## config.mk

```make
export PLATFORM = sky130hd
export DESIGN_NAME = amw_width_wait_ctrl
export DESIGN_NICKNAME = d
export VERILOG_FILES = /design/src/amw_pkg.sv /design/src/amw_req_if.sv /design/src/amw_strobe_timer.sv /design/src/amw_width_wait_ctrl.sv
export SDC_FILE = /design/constraint.sdc
export NUM_CORES = 1
export LEC_CHECK = 0
export BUFFER_PORTS_ARGS = -buffer_cell sky130_fd_sc_hd__buf_2
export CAP_MARGIN = 5
export CORE_MARGIN = 5
export CORE_UTILIZATION = 50
export CTS_BUF_LIST = sky130_fd_sc_hd__clkbuf_8
export DETAILED_ROUTE_END_ITERATION = 8
export PLACE_DENSITY = 0.73
export SETUP_SLACK_MARGIN = 0.15
export SLEW_MARGIN = 10
export SYNTH_ARGS = -nofsm -noshare
export SYNTH_HDL_FRONTEND = slang
export SYNTH_SLANG_ARGS = --single-unit
```

## constraint.sdc

```tcl
create_clock -name sys_clk -period 4.04 [get_ports sys_clk]
set_input_delay 1.212 -clock sys_clk [delete_from_list [all_inputs] [get_ports sys_clk]]
set_output_delay 1.212 -clock sys_clk [all_outputs]
set_load 0.02 [all_outputs]
```

## src/amw_pkg.sv

```systemverilog
// amw_pkg: register map, field layout and constants of the async width/wait block
// assumes APB with 32-bit data, one register per aligned word
package amw_pkg;
   localparam int NUM_SPACES = 4;
   localparam logic [11:0] OFF_CFG0 = 12'h000;
   localparam logic [11:0] OFF_CFG1 = 12'h004;
   localparam logic [11:0] OFF_CFG2 = 12'h008;
   localparam logic [11:0] OFF_CFG3 = 12'h00C;
   localparam logic [11:0] OFF_WAIT_CFG = 12'h010;
   localparam logic [11:0] OFF_IRQ_STATUS = 12'h014;
   localparam logic [11:0] OFF_IRQ_EN_SET = 12'h018;
   localparam logic [11:0] OFF_IRQ_EN_CLR = 12'h01C;
   localparam logic [11:0] OFF_ACC_STATUS = 12'h020;
   // chip space config fields
   localparam int CFG_WIDTH_BIT = 0;
   localparam int CFG_STROBE_LSB = 4;
   localparam int CFG_STROBE_W = 6;
   localparam int CFG_EXTWAIT_BIT = 30;
   localparam logic [31:0] CFG_RESET = 32'h3FFF_FFFD;
   localparam logic [31:0] CFG_MASK = 32'h4000_03F1;
   // wait config fields
   localparam int WCFG_MAXWAIT_LSB = 0;
   localparam int WCFG_MAXWAIT_W = 8;
   localparam int WCFG_POL_BIT = 28;
   localparam logic [31:0] WCFG_RESET = 32'h1000_0080;
   localparam logic [31:0] WCFG_MASK = 32'h1000_00FF;
   // interrupt bit positions, wait unit shift, counter width and bus width codes
   localparam int IRQ_TIMEOUT_BIT = 0;
   localparam int IRQ_WAITRISE_BIT = 2;
   localparam int WAIT_UNIT_SHIFT = 4;
   localparam int CNT_W = 13;
   localparam logic BUS_WIDTH_8 = 1'b0;
   localparam logic BUS_WIDTH_16 = 1'b1;
endpackage

```

## src/amw_req_if.sv

```systemverilog
// amw_req_if: one external access between sequencer and wait timer
// assumes a single sys_clk domain
`timescale 1ns/1ns
interface amw_req_if;
   logic start;
   logic [5:0] strobeLen;
   logic extWait;
   logic waitPol;
   logic [7:0] maxWait;
   logic done;
   logic timedOut;
   modport seq (output start, output strobeLen, output extWait, output waitPol,
      output maxWait, input done, input timedOut);
   modport tmr (input start, input strobeLen, input extWait, input waitPol,
      input maxWait, output done, output timedOut);
endinterface

```

## src/amw_strobe_timer.sv

```systemverilog
// amw_strobe_timer: times one strobe period, stretched by the wait input
// assumes waitSync is already synchronised to sys_clk
`timescale 1ns/1ns
module amw_strobe_timer (
   input wire logic sys_clk,
   input wire logic reset,
   input wire logic waitSync,
   amw_req_if.tmr req
);
   logic busy;
   logic next_busy;
   logic [5:0] baseCnt;
   logic [5:0] next_baseCnt;
   logic [amw_pkg::CNT_W-1:0] waitCnt;
   logic [amw_pkg::CNT_W-1:0] next_waitCnt;
   logic waitActive;
   logic [amw_pkg::CNT_W-1:0] waitLimit;

   assign waitActive = req.extWait && (waitSync == req.waitPol);
   // (max + 1) * 16 cycles
   assign waitLimit = amw_pkg::CNT_W'({5'h00, req.maxWait} + 13'h001)
      << amw_pkg::WAIT_UNIT_SHIFT;

   always_comb begin
      next_busy = busy;
      next_baseCnt = baseCnt;
      next_waitCnt = waitCnt;
      req.done = 1'b0;
      req.timedOut = 1'b0;
      if (!busy) begin
         if (req.start) begin
            next_busy = 1'b1;
            next_baseCnt = req.strobeLen;
            next_waitCnt = '0;
         end
      end else if (baseCnt != 6'h00) begin
         next_baseCnt = baseCnt - 6'h01;
      end else if (waitActive) begin
         if (waitCnt == waitLimit - 13'h0001) begin
            req.done = 1'b1;
            req.timedOut = 1'b1;
            next_busy = 1'b0;
         end else begin
            next_waitCnt = waitCnt + 13'h0001;
         end
      end else begin
         req.done = 1'b1;
         next_busy = 1'b0;
      end
   end

   always_ff @(posedge sys_clk) begin
      if (reset) begin
         busy <= 1'b0;
         baseCnt <= '0;
         waitCnt <= '0;
      end else begin
         busy <= next_busy;
         baseCnt <= next_baseCnt;
         waitCnt <= next_waitCnt;
      end
   end

   property p_timeout_bound;
      @(posedge sys_clk) disable iff (reset)
         req.timedOut |-> waitCnt == waitLimit - 13'h0001;
   endproperty
   a_timeout_bound: assert property (p_timeout_bound) else $error("early timeout");

   property p_no_wait_no_timeout;
      @(posedge sys_clk) disable iff (reset)
         (busy && !req.extWait) |-> !req.timedOut;
   endproperty
   a_no_wait_no_timeout: assert property (p_no_wait_no_timeout) else $error("wait not ignored");
endmodule // amw_strobe_timer

```

## src/amw_width_wait_ctrl.sv

```systemverilog
// amw_width_wait_ctrl: bus width splitting and extended wait for async memory
// assumes APB slave registers, requester on sys_clk, wait pin asynchronous
//
// The register offsets and register access over APB were chosen for this implementation.
`timescale 1ns/1ns
module amw_width_wait_ctrl (
   input wire logic sys_clk,
   input wire logic reset,
   input wire logic psel,
   input wire logic penable,
   input wire logic pwrite,
   input wire logic [11:0] paddr,
   input wire logic [31:0] pwdata,
   output logic [31:0] prdata,
   output logic pready,
   output logic pslverr,
   input wire logic reqValid,
   output logic reqReady,
   input wire logic reqWrite,
   input wire logic [1:0] reqSpace,
   input wire logic [23:0] reqAddr,
   input wire logic [31:0] reqWdata,
   output logic [31:0] reqRdata,
   output logic reqDone,
   output logic [21:0] addressPins,
   output logic [1:0] bankAddressPins,
   output logic [15:0] memDataOut,
   output logic memDataOe,
   input wire logic [15:0] memDataIn,
   output logic memStrobe,
   output logic memWrite,
   input wire logic waitInput,
   output logic timeoutEvent,
   output logic waitRiseEvent,
   output logic irq
);
   typedef enum logic [1:0] {
      AMW_IDLE = 2'b00,
      AMW_STROBE = 2'b01,
      AMW_HOLD = 2'b10,
      AMW_LOAD = 2'b11
   } amw_state_t;

   logic [31:0] spaceCfg [amw_pkg::NUM_SPACES];
   logic [31:0] next_spaceCfg [amw_pkg::NUM_SPACES];
   logic [31:0] waitCfg;
   logic [31:0] next_waitCfg;
   logic [2:0] irqStatus;
   logic [2:0] next_irqStatus;
   logic [2:0] irqEnable;
   logic [2:0] next_irqEnable;
   logic [31:0] next_prdata;
   amw_state_t state;
   amw_state_t next_state;
   logic [1:0] beat;
   logic [1:0] next_beat;
   logic [1:0] lastBeat;
   logic [1:0] next_lastBeat;
   logic [1:0] space;
   logic [1:0] next_space;
   logic isWrite;
   logic next_isWrite;
   logic [23:0] baseAddr;
   logic [23:0] next_baseAddr;
   logic [31:0] wdata;
   logic [31:0] next_wdata;
   logic [31:0] rdata;
   logic [31:0] next_rdata;
   logic is16;
   logic next_is16;
   logic done;
   logic next_done;
   logic timeoutSeen;
   logic next_timeoutSeen;
   logic [21:0] next_addressPins;
   logic [1:0] next_bankAddressPins;
   logic [15:0] next_memDataOut;
   logic waitMeta;
   logic waitSync;
   logic waitPrev;
   logic apbWr;
   logic apbRd;
   logic [23:0] byteAddr;
   logic [23:0] startAddr;
   amw_req_if req ();

   // index of the last beat for a 32-bit request on the chosen width
   function automatic logic [1:0] amw_last_beat(input logic wide);
      return wide ? 2'h1 : 2'h3;
   endfunction

   // byte address of one beat on the chosen width
   function automatic logic [23:0] byteAddrNext(input logic [23:0] base, input logic [1:0] b,
      input logic wide);
      return base + (wide ? {21'h0, b, 1'b0} : {22'h0, b});
   endfunction

   assign apbWr = psel && penable && pwrite;
   assign apbRd = psel && !penable && !pwrite;
   assign pready = 1'b1;
   assign pslverr = 1'b0;
   assign reqReady = (state == AMW_IDLE) && !done;
   assign reqDone = done;
   assign reqRdata = rdata;
   assign memStrobe = (state == AMW_STROBE);
   assign memWrite = (state != AMW_IDLE) && isWrite;
   assign memDataOe = (state != AMW_IDLE) && isWrite;
   assign timeoutEvent = req.done && req.timedOut;
   assign waitRiseEvent = waitSync && !waitPrev;
   assign irq = |(irqStatus & irqEnable);

   // wait pin synchroniser
   always_ff @(posedge sys_clk) begin
      if (reset) begin
         waitMeta <= 1'b0;
         waitSync <= 1'b0;
         waitPrev <= 1'b0;
      end else begin
         waitMeta <= waitInput;
         waitSync <= waitMeta;
         waitPrev <= waitSync;
      end
   end

   // register file
   always_comb begin
      next_spaceCfg = spaceCfg;
      next_waitCfg = waitCfg;
      next_irqEnable = irqEnable;
      next_irqStatus = irqStatus;
      next_prdata = prdata;
      if (apbWr) begin
         unique case (paddr)
            amw_pkg::OFF_CFG0: next_spaceCfg[0] = pwdata & amw_pkg::CFG_MASK;
            amw_pkg::OFF_CFG1: next_spaceCfg[1] = pwdata & amw_pkg::CFG_MASK;
            amw_pkg::OFF_CFG2: next_spaceCfg[2] = pwdata & amw_pkg::CFG_MASK;
            amw_pkg::OFF_CFG3: next_spaceCfg[3] = pwdata & amw_pkg::CFG_MASK;
            amw_pkg::OFF_WAIT_CFG: next_waitCfg = pwdata & amw_pkg::WCFG_MASK;
            amw_pkg::OFF_IRQ_STATUS: next_irqStatus = irqStatus & ~pwdata[2:0];
            amw_pkg::OFF_IRQ_EN_SET: next_irqEnable = irqEnable | pwdata[2:0];
            amw_pkg::OFF_IRQ_EN_CLR: next_irqEnable = irqEnable & ~pwdata[2:0];
            default: ;
         endcase
      end
      // set wins over a clear in the same cycle
      if (timeoutEvent) begin
         next_irqStatus[amw_pkg::IRQ_TIMEOUT_BIT] = 1'b1;
      end
      if (waitRiseEvent) begin
         next_irqStatus[amw_pkg::IRQ_WAITRISE_BIT] = 1'b1;
      end
      if (apbRd) begin
         unique case (paddr)
            amw_pkg::OFF_CFG0: next_prdata = spaceCfg[0];
            amw_pkg::OFF_CFG1: next_prdata = spaceCfg[1];
            amw_pkg::OFF_CFG2: next_prdata = spaceCfg[2];
            amw_pkg::OFF_CFG3: next_prdata = spaceCfg[3];
            amw_pkg::OFF_WAIT_CFG: next_prdata = waitCfg;
            amw_pkg::OFF_IRQ_STATUS: next_prdata = {29'h0, irqStatus};
            amw_pkg::OFF_IRQ_EN_SET: next_prdata = {29'h0, irqEnable};
            amw_pkg::OFF_IRQ_EN_CLR: next_prdata = {29'h0, irqEnable};
            amw_pkg::OFF_ACC_STATUS: next_prdata = {28'h0, timeoutSeen, state == AMW_IDLE,
               state};
            default: next_prdata = 32'h0000_0000;
         endcase
      end
   end

   always_ff @(posedge sys_clk) begin
      if (reset) begin
         for (int i = 0; i < amw_pkg::NUM_SPACES; i++) begin
            spaceCfg[i] <= amw_pkg::CFG_RESET & amw_pkg::CFG_MASK;
         end
         waitCfg <= amw_pkg::WCFG_RESET;
         irqStatus <= '0;
         irqEnable <= '0;
         prdata <= '0;
      end else begin
         spaceCfg <= next_spaceCfg;
         waitCfg <= next_waitCfg;
         irqStatus <= next_irqStatus;
         irqEnable <= next_irqEnable;
         prdata <= next_prdata;
      end
   end

   // byte address of the current beat
   assign byteAddr = byteAddrNext(baseAddr, beat, is16);

   // access sequencer
   always_comb begin
      next_state = state;
      next_beat = beat;
      next_lastBeat = lastBeat;
      next_space = space;
      next_isWrite = isWrite;
      next_baseAddr = baseAddr;
      next_wdata = wdata;
      next_rdata = rdata;
      next_is16 = is16;
      next_done = 1'b0;
      next_timeoutSeen = timeoutSeen;
      next_addressPins = addressPins;
      next_bankAddressPins = bankAddressPins;
      next_memDataOut = memDataOut;
      req.start = 1'b0;
      req.strobeLen = spaceCfg[space][amw_pkg::CFG_STROBE_LSB +: amw_pkg::CFG_STROBE_W];
      req.extWait = spaceCfg[space][amw_pkg::CFG_EXTWAIT_BIT];
      req.waitPol = waitCfg[amw_pkg::WCFG_POL_BIT];
      req.maxWait = waitCfg[amw_pkg::WCFG_MAXWAIT_LSB +: amw_pkg::WCFG_MAXWAIT_W];
      unique case (state)
         AMW_IDLE: begin
            if (reqValid && !done) begin
               next_space = reqSpace;
               next_isWrite = reqWrite;
               next_baseAddr = {reqAddr[23:2], 2'b00};
               next_wdata = reqWdata;
               next_beat = 2'h0;
               next_is16 = spaceCfg[reqSpace][amw_pkg::CFG_WIDTH_BIT];
               next_lastBeat = amw_last_beat(next_is16);
               next_state = AMW_LOAD;
               next_timeoutSeen = 1'b0;
            end
         end
         // first beat: width and address are registered by now
         AMW_LOAD: begin
            next_state = AMW_STROBE;
            req.start = 1'b1;
         end
         AMW_STROBE: begin
            if (req.done) begin
               if (req.timedOut) begin
                  next_timeoutSeen = 1'b1;
               end
               // capture the bus even after a timeout
               if (!isWrite) begin
                  if (is16) begin
                     next_rdata[beat[0]*16 +: 16] = memDataIn;
                  end else begin
                     next_rdata[beat*8 +: 8] = memDataIn[7:0];
                  end
               end
               next_state = AMW_HOLD;
            end
         end
         AMW_HOLD: begin
            if (beat == lastBeat) begin
               next_done = 1'b1;
               next_state = AMW_IDLE;
            end else begin
               next_beat = beat + 2'h1;
               next_state = AMW_STROBE;
               req.start = 1'b1;
            end
         end
      endcase
      // drive pins for the beat about to start
      startAddr = byteAddrNext(baseAddr, next_beat, is16);
      if (req.start) begin
         if (is16) begin
            next_addressPins = {1'b0, startAddr[23:3]};
            next_bankAddressPins = startAddr[2:1];
            next_memDataOut = wdata[next_beat[0]*16 +: 16];
         end else begin
            next_addressPins = startAddr[23:2];
            next_bankAddressPins = startAddr[1:0];
            next_memDataOut = {8'h00, wdata[next_beat*8 +: 8]};
         end
      end
   end

   always_ff @(posedge sys_clk) begin
      if (reset) begin
         state <= AMW_IDLE;
         beat <= '0;
         lastBeat <= '0;
         space <= '0;
         isWrite <= 1'b0;
         baseAddr <= '0;
         wdata <= '0;
         rdata <= '0;
         is16 <= amw_pkg::BUS_WIDTH_8;
         done <= 1'b0;
         timeoutSeen <= 1'b0;
         addressPins <= '0;
         bankAddressPins <= '0;
         memDataOut <= '0;
      end else begin
         state <= next_state;
         beat <= next_beat;
         lastBeat <= next_lastBeat;
         space <= next_space;
         isWrite <= next_isWrite;
         baseAddr <= next_baseAddr;
         wdata <= next_wdata;
         rdata <= next_rdata;
         is16 <= next_is16;
         done <= next_done;
         timeoutSeen <= next_timeoutSeen;
         addressPins <= next_addressPins;
         bankAddressPins <= next_bankAddressPins;
         memDataOut <= next_memDataOut;
      end
   end

   amw_strobe_timer timer (
      .sys_clk(sys_clk),
      .reset(reset),
      .waitSync(waitSync),
      .req(req.tmr)
   );

   property p_timeout_to_hold;
      @(posedge sys_clk) disable iff (reset)
         timeoutEvent |=> state == AMW_HOLD;
   endproperty
   a_timeout_to_hold: assert property (p_timeout_to_hold) else $error("no hold after timeout");

   property p_irq_gated;
      @(posedge sys_clk) disable iff (reset)
         (timeoutEvent && !irqEnable[amw_pkg::IRQ_TIMEOUT_BIT] && irqStatus == 3'h0
            && !waitRiseEvent) |=> !irq;
   endproperty
   a_irq_gated: assert property (p_irq_gated) else $error("timeout irq while disabled");

   property p_en_set;
      @(posedge sys_clk) disable iff (reset)
         (apbWr && paddr == amw_pkg::OFF_IRQ_EN_SET) |=> (irqEnable & $past(pwdata[2:0]))
            == $past(pwdata[2:0]);
   endproperty
   a_en_set: assert property (p_en_set) else $error("enable set failed");

   property p_en_keep;
      @(posedge sys_clk) disable iff (reset)
         (apbWr && paddr == amw_pkg::OFF_IRQ_EN_SET) |=> (irqEnable & $past(irqEnable))
            == $past(irqEnable);
   endproperty
   a_en_keep: assert property (p_en_keep) else $error("enable lost on set write");

   property p_en_clr;
      @(posedge sys_clk) disable iff (reset)
         (apbWr && paddr == amw_pkg::OFF_IRQ_EN_CLR) |=> (irqEnable & $past(pwdata[2:0])) == 3'h0;
   endproperty
   a_en_clr: assert property (p_en_clr) else $error("enable clear failed");

   property p_beats;
      @(posedge sys_clk) disable iff (reset)
         (state == AMW_HOLD && beat == lastBeat) |-> lastBeat == (is16 ? 2'h1 : 2'h3);
   endproperty
   a_beats: assert property (p_beats) else $error("wrong beat count");

   property p_addr_map;
      @(posedge sys_clk) disable iff (reset)
         (state == AMW_STROBE && !is16) |-> {addressPins, bankAddressPins} == byteAddr[23:0];
   endproperty
   a_addr_map: assert property (p_addr_map) else $error("8-bit address map wrong");

   property p_wait_stretch;
      @(posedge sys_clk) disable iff (reset)
         (state == AMW_STROBE && req.extWait && waitSync == req.waitPol && !req.done)
            |=> state == AMW_STROBE;
   endproperty
   a_wait_stretch: assert property (p_wait_stretch) else $error("strobe not stretched");
endmodule // amw_width_wait_ctrl

```

==> summary.md, run 1 <==
| Metric | Value |
|---|---|
| Worst-skew pair later-pin latency | 0.54 ns |
| Clk sinks | 220 |
| Final ANT Viol Nets | 0 |
| Crit-path max FO | 6 |
| Critical path startpoint | waitCfg[1] |
| Startpoint Class | flip-flop |
| Register-to-register setup slack | 0.61 ns |
| Total Wirelength | 31500 um |
| R2R Path Start | beat[0] |
| CTS tree | built |
| Crit path largest cell delay | 0.34 ns |
| Synth area leaders | dfxtp_1 40%, nand2_1 9.4%, a21oi_1 7.5%, mux2i_1 5.8%, nor2_1 3.3% |
| Synth cell types | 79 |
| CTS Buf Count | 38 |
| Syn avg cell area | 8.07 um2 |
| Worst-case clock skew | 0.0235 ns |
| DRC errors left | 0 |
| Setup TNS | 0 ns |
| R2R Path End | addressPins[17] |
| YS warnings | 0 |
| DRT Pass-1 Iters | 5 |
| RSZ-0062 raised after global routing | yes |
| Post-route cell area | 13200 um2 |
| WL per Instance | 17.0 um |
| Fill count | 1970 |
| Vias in the first global route | 9924 |
| Total die area | 25300 um2 |
| Crit. End Element | output pin |
| Row count | 54 |
| Worst Path Buf+Inv | 2 |
| Maxcap violations | 0 |
| H-tree levels | 2 |
| FF+latch count, synth | 220 |
| P&R area growth vs syn | 18.6% |
| Clock transition at the registers of the reported paths | 0.06 ns |
| Pre-CTS setup slack | 0.0888 ns |
| Most instantiated cells after synthesis | 279 x nand2_1, 220 x dfxtp_1, 167 x a21oi_1 |
| Dominant synthesized flop cell | dfxtp_1 |
| Crit path kind | flip-flop to output pin |
| Worst-margin pin slew | 1.11 ns |
| Post-synth top area cell | dfxtp_1 |
| Via count | 10500 |
| Yosys top cell area share | 39.7% |
| GRT Residual Overflow | 0 |
| Starting DRT DRC Count | 672 |
| Cell at the slowest stage of the critical path | dfxtp_2 |
| Ports | 240 |
| CP delay by family, top | compound AO/OA/AOI/OAI gates |
| Register-to-Register Path Depth | 16 |
| Required time of the worst setup path | 2.83 ns |
| Tmin final | 3.87 ns |
| Antenna diode count | 0 |
| Initial antenna violation count | 0 |
| Post-synth ARST share | 0% |
| Port Buf Inserts | 195 |
| Fin nets | 1686 |
| Leak | 5.36 nW |
| Status | finished clean |
| Root Buffer | clkbuf_8 |
| Core footprint | 21800 um2 |
| Final worst setup slack | 0.165 ns |
| Post-DP HPWL | 21700 um |
| Syn Std Cell Area | 11100 um2 |
| Hold Crit Depth | 1 |
| Final setup fails | 0 |
| Fmax | 0.258 GHz |
| VDD IR max | 0.211 mV |
| Fraction of layout cells with a size suffix above 1 | 22.9% |
| Worst path cell trace | ha_4 -> buf_4 -> xnor2_2 -> nand4_1 -> a211oi_4 -> xor2_1 -> o221a_2 -> o21ba_4 -> and2_4 -> buf_6 |
| Post-synthesis sequential area ratio | 39.7% |
| Fin. Hold Viols | 0 |
| Final period util | 95.9% |
| Power density cells | 378 nW/um2 |
| Hold buffer count at CTS | 0 |
| Top-count cell post-synth | nand2_1 |
| Max-Slew Margin vs Limit | 26.0% |
| Critical Path AT | 2.66 ns |
| Worst Hold Launch | waitMeta |
| Initial core utilization | 50.9% |
| HP Class | flip-flop to flip-flop |
| First-pass GRT wire length | 50400 um |
| Clock Path Buffers | 3 |
| Vias per Instance | 5.68 |
| Gr usage total | 23.3% |
| Min-Delay Endpoint | waitSync |
| Largest net degree at the start of global routing | 90 |
| Post-Synthesis Cells | 1376 |
| Number of flops mapped to enable cells by yosys | 0 |
| Placer congestion estimate | 0.882 |
| Die Span Y | 159 um |
| Cell Area, Placed | 12200 um2 |
| Horiz. Die Dim | 159 um |
| Slew Limit Fails | 0 |
kinds of logic after synthesis:
| group | share of synthesized area (%) |
|---|---|
| mux | 9.32 |
| simple gates | 21.9 |
| fa+ha+maj | 1.01 |
| other cells | 0.0677 |
| xor+xnor | 2.76 |
| compound gates | 18.9 |
| buf+inv | 6.39 |
| flops | 39.7 |
how the worst max path moves through the flow:
| stage | endpoint | slack [ns] | depth (start not counted) |
|---|---|---|---|
| after floorplan | addressPins[17] | 0.36 | 15 |
| after global placement | addressPins[17] | 0.16 | 14 |
| after detailed placement | addressPins[17] | 0.09 | 14 |
| after CTS | timeoutEvent | 0.15 | 9 |
| after global routing | timeoutEvent | 0.03 | 8 |
| final | timeoutEvent | 0.17 | 10 |
metrics by stage:
step                total power, mW  cells  hold slack (ns)  utilization [%]
finish                         4.98   1854            0.441             60.3
detailed placement             3.06   1781            0.422             55.9
floorplan                      2.84   1396            0.414                -
CTS                            5.02   1853            0.448             60.2
global placement               3.04   1781            0.424             55.9
global route                   5.20   1854            0.453             60.3
placed cells by master (no fill, tap or decap), types with 22 or more instances in the layout:
cell / n
buf_4: 41
buf_2: 193
mux2i_1: 64
a21oi_1: 167
dfxtp_1: 212
inv_1: 43
nor2_1: 97
conb_1: 22
a221oi_1: 25
clkbuf_8: 48
nand3_1: 60
nand2_1: 278
o21ai_0: 29
area by class of cell:
| cell class | instances | area [um2] | area share (%) |
|---|---|---|---|
| Multi-Input combinational cell | 1019 | 6220 | 47.3 |
| Sequential cell | 220 | 4420 | 33.5 |
| Timing Repair Buffer | 238 | 1320 | 10.0 |
| Clock buffer | 48 | 661 | 5.02 |
| Tap cell | 280 | 350 | 2.66 |
| Inverter | 34 | 128 | 0.969 |
| Clock inverter | 15 | 68.8 | 0.523 |
layer usage:
layer | part of all wire, % | up-vias | GRT usage [%]
li1 | - | 5124 | -
met1 | 44 | 4902 | 31.2
met2 | 46 | 422 | 36.9
met3 | 7.8 | 82 | 5.38
met4 | 3.1 | 0 | 8.84
met5 | 0 | - | 0
repair_timing:
action                     in CTS  in global routing
pin swaps                      11                  4
gates cloned                    0                  0
setup buffers                   9                  1
setup endpoints to repair       1                  1
gates resized for setup        33                  6
hold endpoints to repair        0                  0
where the power goes:
part	total [mW]	internal [mW]	switching, mW
sequential	2.35	2.26	0.0864
combinational	0.672	0.231	0.441
clock	1.96	1.06	0.900
sequential cells by signal (all words and copies together) (netlist names), 2 cells and up, named ones only:
register         count
memDataOut          16
lastBeat             2
beat                 2
reqRdata            32
bankAddressPins      2
waitCfg              9
timer.baseCnt        6
space                2
spaceCfg            32
addressPins         22
state                2
timer.waitCnt       13
prdata              12
baseAddr            22
wdata               32
irqStatus            3
worst register-to-register path, stage by stage, from the launching register on:
cell      delay, ns
dfxtp_1        0.30
buf_4          0.16
inv_1          0.12
ha_1           0.35
nand2b_1       0.06
mux2i_1        0.13
a22oi_1        0.12
nor2_1         0.16
ha_1           0.22
and4_1         0.28
and4_1         0.26
nand4_1        0.31
nor2_1         0.29
o22ai_1        0.12
a221oi_1       0.31
a21oi_1        0.07
nor2_1         0.09
Note: power is estimated with default switching activity, not from simulation.
==> inputs of run 2 (changes only) <==
- RECOVER_POWER: unset -> 100
==> summary.md, run 2 (synthesized netlist as in run 1, its figures left out) <==
| Metric | Value |
|---|---|
| Status | complete, but fails checks |
| Violations in the final reports | capacitance limit, slew limit |
| Fmax | 0.258 GHz |
| CTS tree | built |
| Commonest non-fill, non-tap cell in the layout | nand2_1 |
| First-pass GRT wire length | 50400 um |
| Final worst setup slack | 0.160 ns |
| Via count | 10500 |
| CP delay by family, top | compound AO/OA/AOI/OAI gates |
| Final setup fails | 0 |
| Largest net degree at the start of global routing | 90 |
| Post-DP HPWL | 21700 um |
| Register-to-register setup slack | 0.34 ns |
| Root Buffer | clkbuf_8 |
| Placer congestion estimate | 0.882 |
| Pre-CTS setup slack | 0.0888 ns |
| Required time of the worst setup path | 2.83 ns |
| HP Class | flip-flop to flip-flop |
| Worst path cell trace | buf_6 -> a311oi_4 -> a31oi_4 -> o21a_4 -> o21a_1 -> o31ai_2 -> o21ba_4 -> and2_4 -> buf_6 |
| Setup TNS | 0 ns |
| DRC errors left | 0 |
| Max-Slew Margin vs Limit | -41.3% |
| Row count | 54 |
| Initial antenna violation count | 0 |
| Crit path capture | timeoutEvent |
| Crit. End Element | output pin |
| Critical path startpoint | waitCfg[0] |
| Register-to-Register Path Depth | 11 |
| Critical Path AT | 2.67 ns |
| Gr usage total | 23.3% |
| Total design power | 4.98 mW |
| Tmin final | 3.88 ns |
| Commonest non-fill, non-tap cells in the layout | 278 x nand2_1, 212 x dfxtp_1, 167 x a21oi_1 |
| Slew Limit Fails | 151 |
| CTS Buf Count | 38 |
| R2R Path End | reqRdata[27] |
| Clk sinks | 220 |
| Fin. Hold Viols | 0 |
| DRT Pass-1 Iters | 6 |
| RSZ-0062 raised after global routing | yes |
| Total Wirelength | 31600 um |
| WL per Instance | 17.0 um |
| Vias in the first global route | 9924 |
| Leak | 4.88 nW |
| Worst-skew pair later-pin latency | 0.54 ns |
| Clock Path Buffers | 3 |
| Crit path kind | flip-flop to output pin |
| WHS | 0.441 ns |
| Core footprint | 21800 um2 |
| Horiz. Die Dim | 159 um |
| Ports | 240 |
| Worst-margin pin slew | 2.12 ns |
| Port Buf Inserts | 195 |
| Die Span Y | 159 um |
| Final period util | 96.0% |
| Crit-path max FO | 12 |
| Maxcap violations | 2 |
| R2R Path Start | waitCfg[0] |
| P&R area growth vs syn | 16.7% |
| Initial core utilization | 50.9% |
| Power density cells | 384 nW/um2 |
| Final ANT Viol Nets | 0 |
| Vias per Instance | 5.69 |
| Crit path depth | 9 |
| Antenna diode count | 0 |
| Fraction of layout cells with a size suffix above 1 | 16.0% |
| Crit path largest cell delay | 0.34 ns |
| Startpoint Class | flip-flop |
| Crit path top cell by count | buf_6 |
| Worst-case clock skew | 0.0263 ns |
| GRT Residual Overflow | 0 |
| Fin nets | 1686 |
| Starting DRT DRC Count | 749 |
| Cell at the slowest stage of the critical path | dfxtp_2 |
| VDD IR max | 0.211 mV |
| Clock transition at the registers of the reported paths | 0.06 ns |
| Total die area | 25300 um2 |
| H-tree levels | 2 |
| Worst Path Buf+Inv | 2 |
==> run 2: cell types whose count changed in the layout (fill, tap and decap cells not counted), moves of 2 or more <==
cell      previous run  this run
and2_0               1         4
buf_2              193       102
clkbuf_1             0       105
clkbuf_2             0         2
buf_4               41        23
clkbuf_4             0         2
and2_1              10         8
==> run 2: worst register-to-register path: stages, from the launching register on <==
cell and delay (ns):
dfxtp_2 0.34, buf_6 0.15, a311oi_4 0.30, a31oi_4 0.11
nor3_4 0.34, nor4b_4 0.08, clkbuf_4 0.14, clkbuf_4 0.12
or3_1 0.36, a32oi_1 0.85, a221o_1 0.52, a221oi_1 0.16
==> run 2: area by class of cell <==
| type | instances | area [um2] |
|---|---|---|
| timing repair buffer | 238 | 1150 |
| clock inverter | 15 | 68.8 |
| sequential | 220 | 4420 |
| tap | 280 | 350 |
| clock buffer | 48 | 661 |
| multi-input combinational | 1019 | 6180 |
| inverter | 34 | 128 |
| fill | 2061 | 8870 |
==> run 2: worst min-delay path by stage <==
stage	depth (start not counted)	from	end
after floorplan	1	waitMeta	waitSync
final	1	waitMeta	waitSync
after global routing	1	waitMeta	waitSync
after CTS	1	waitMeta	waitSync
after global placement	1	waitMeta	waitSync
after detailed placement	1	waitMeta	waitSync
==> run 2: layer usage <==
layer	part of all wire, %	GRT usage (%)	routed length [um]	up-vias
met4	3.0	8.84	950	0
met1	44	31.2	13800	4915
met2	46	36.9	14400	412
met5	0	0	0	-
li1	-	-	-	5135
met3	7.8	5.38	2460	78
==> run 2: power by group <==
group | switching, mW | internal, mW | total, mW
clock | 0.903 | 1.06 | 1.97
combinational | 0.438 | 0.224 | 0.662
sequential | 0.0879 | 2.26 | 2.35
==> run 2: per-stage QoR <==
step,area [um2],utilization (%),cells
floorplan,11200,-,1396
global placement,12200,55.9,1781
detailed placement,12200,55.9,1781
CTS,13100,60.2,1853
global route,13000,59.4,1854
finish,13000,59.4,1854
==> run 2: timing repair <==
| item | in CTS | in global routing |
|---|---|---|
| buffers inserted | 9 | 1 |
| resized for setup | 33 | 6 |
| hold buffers | 0 | 0 |
| setup endpoints to repair | 1 | 1 |
| pin swaps | 11 | 4 |
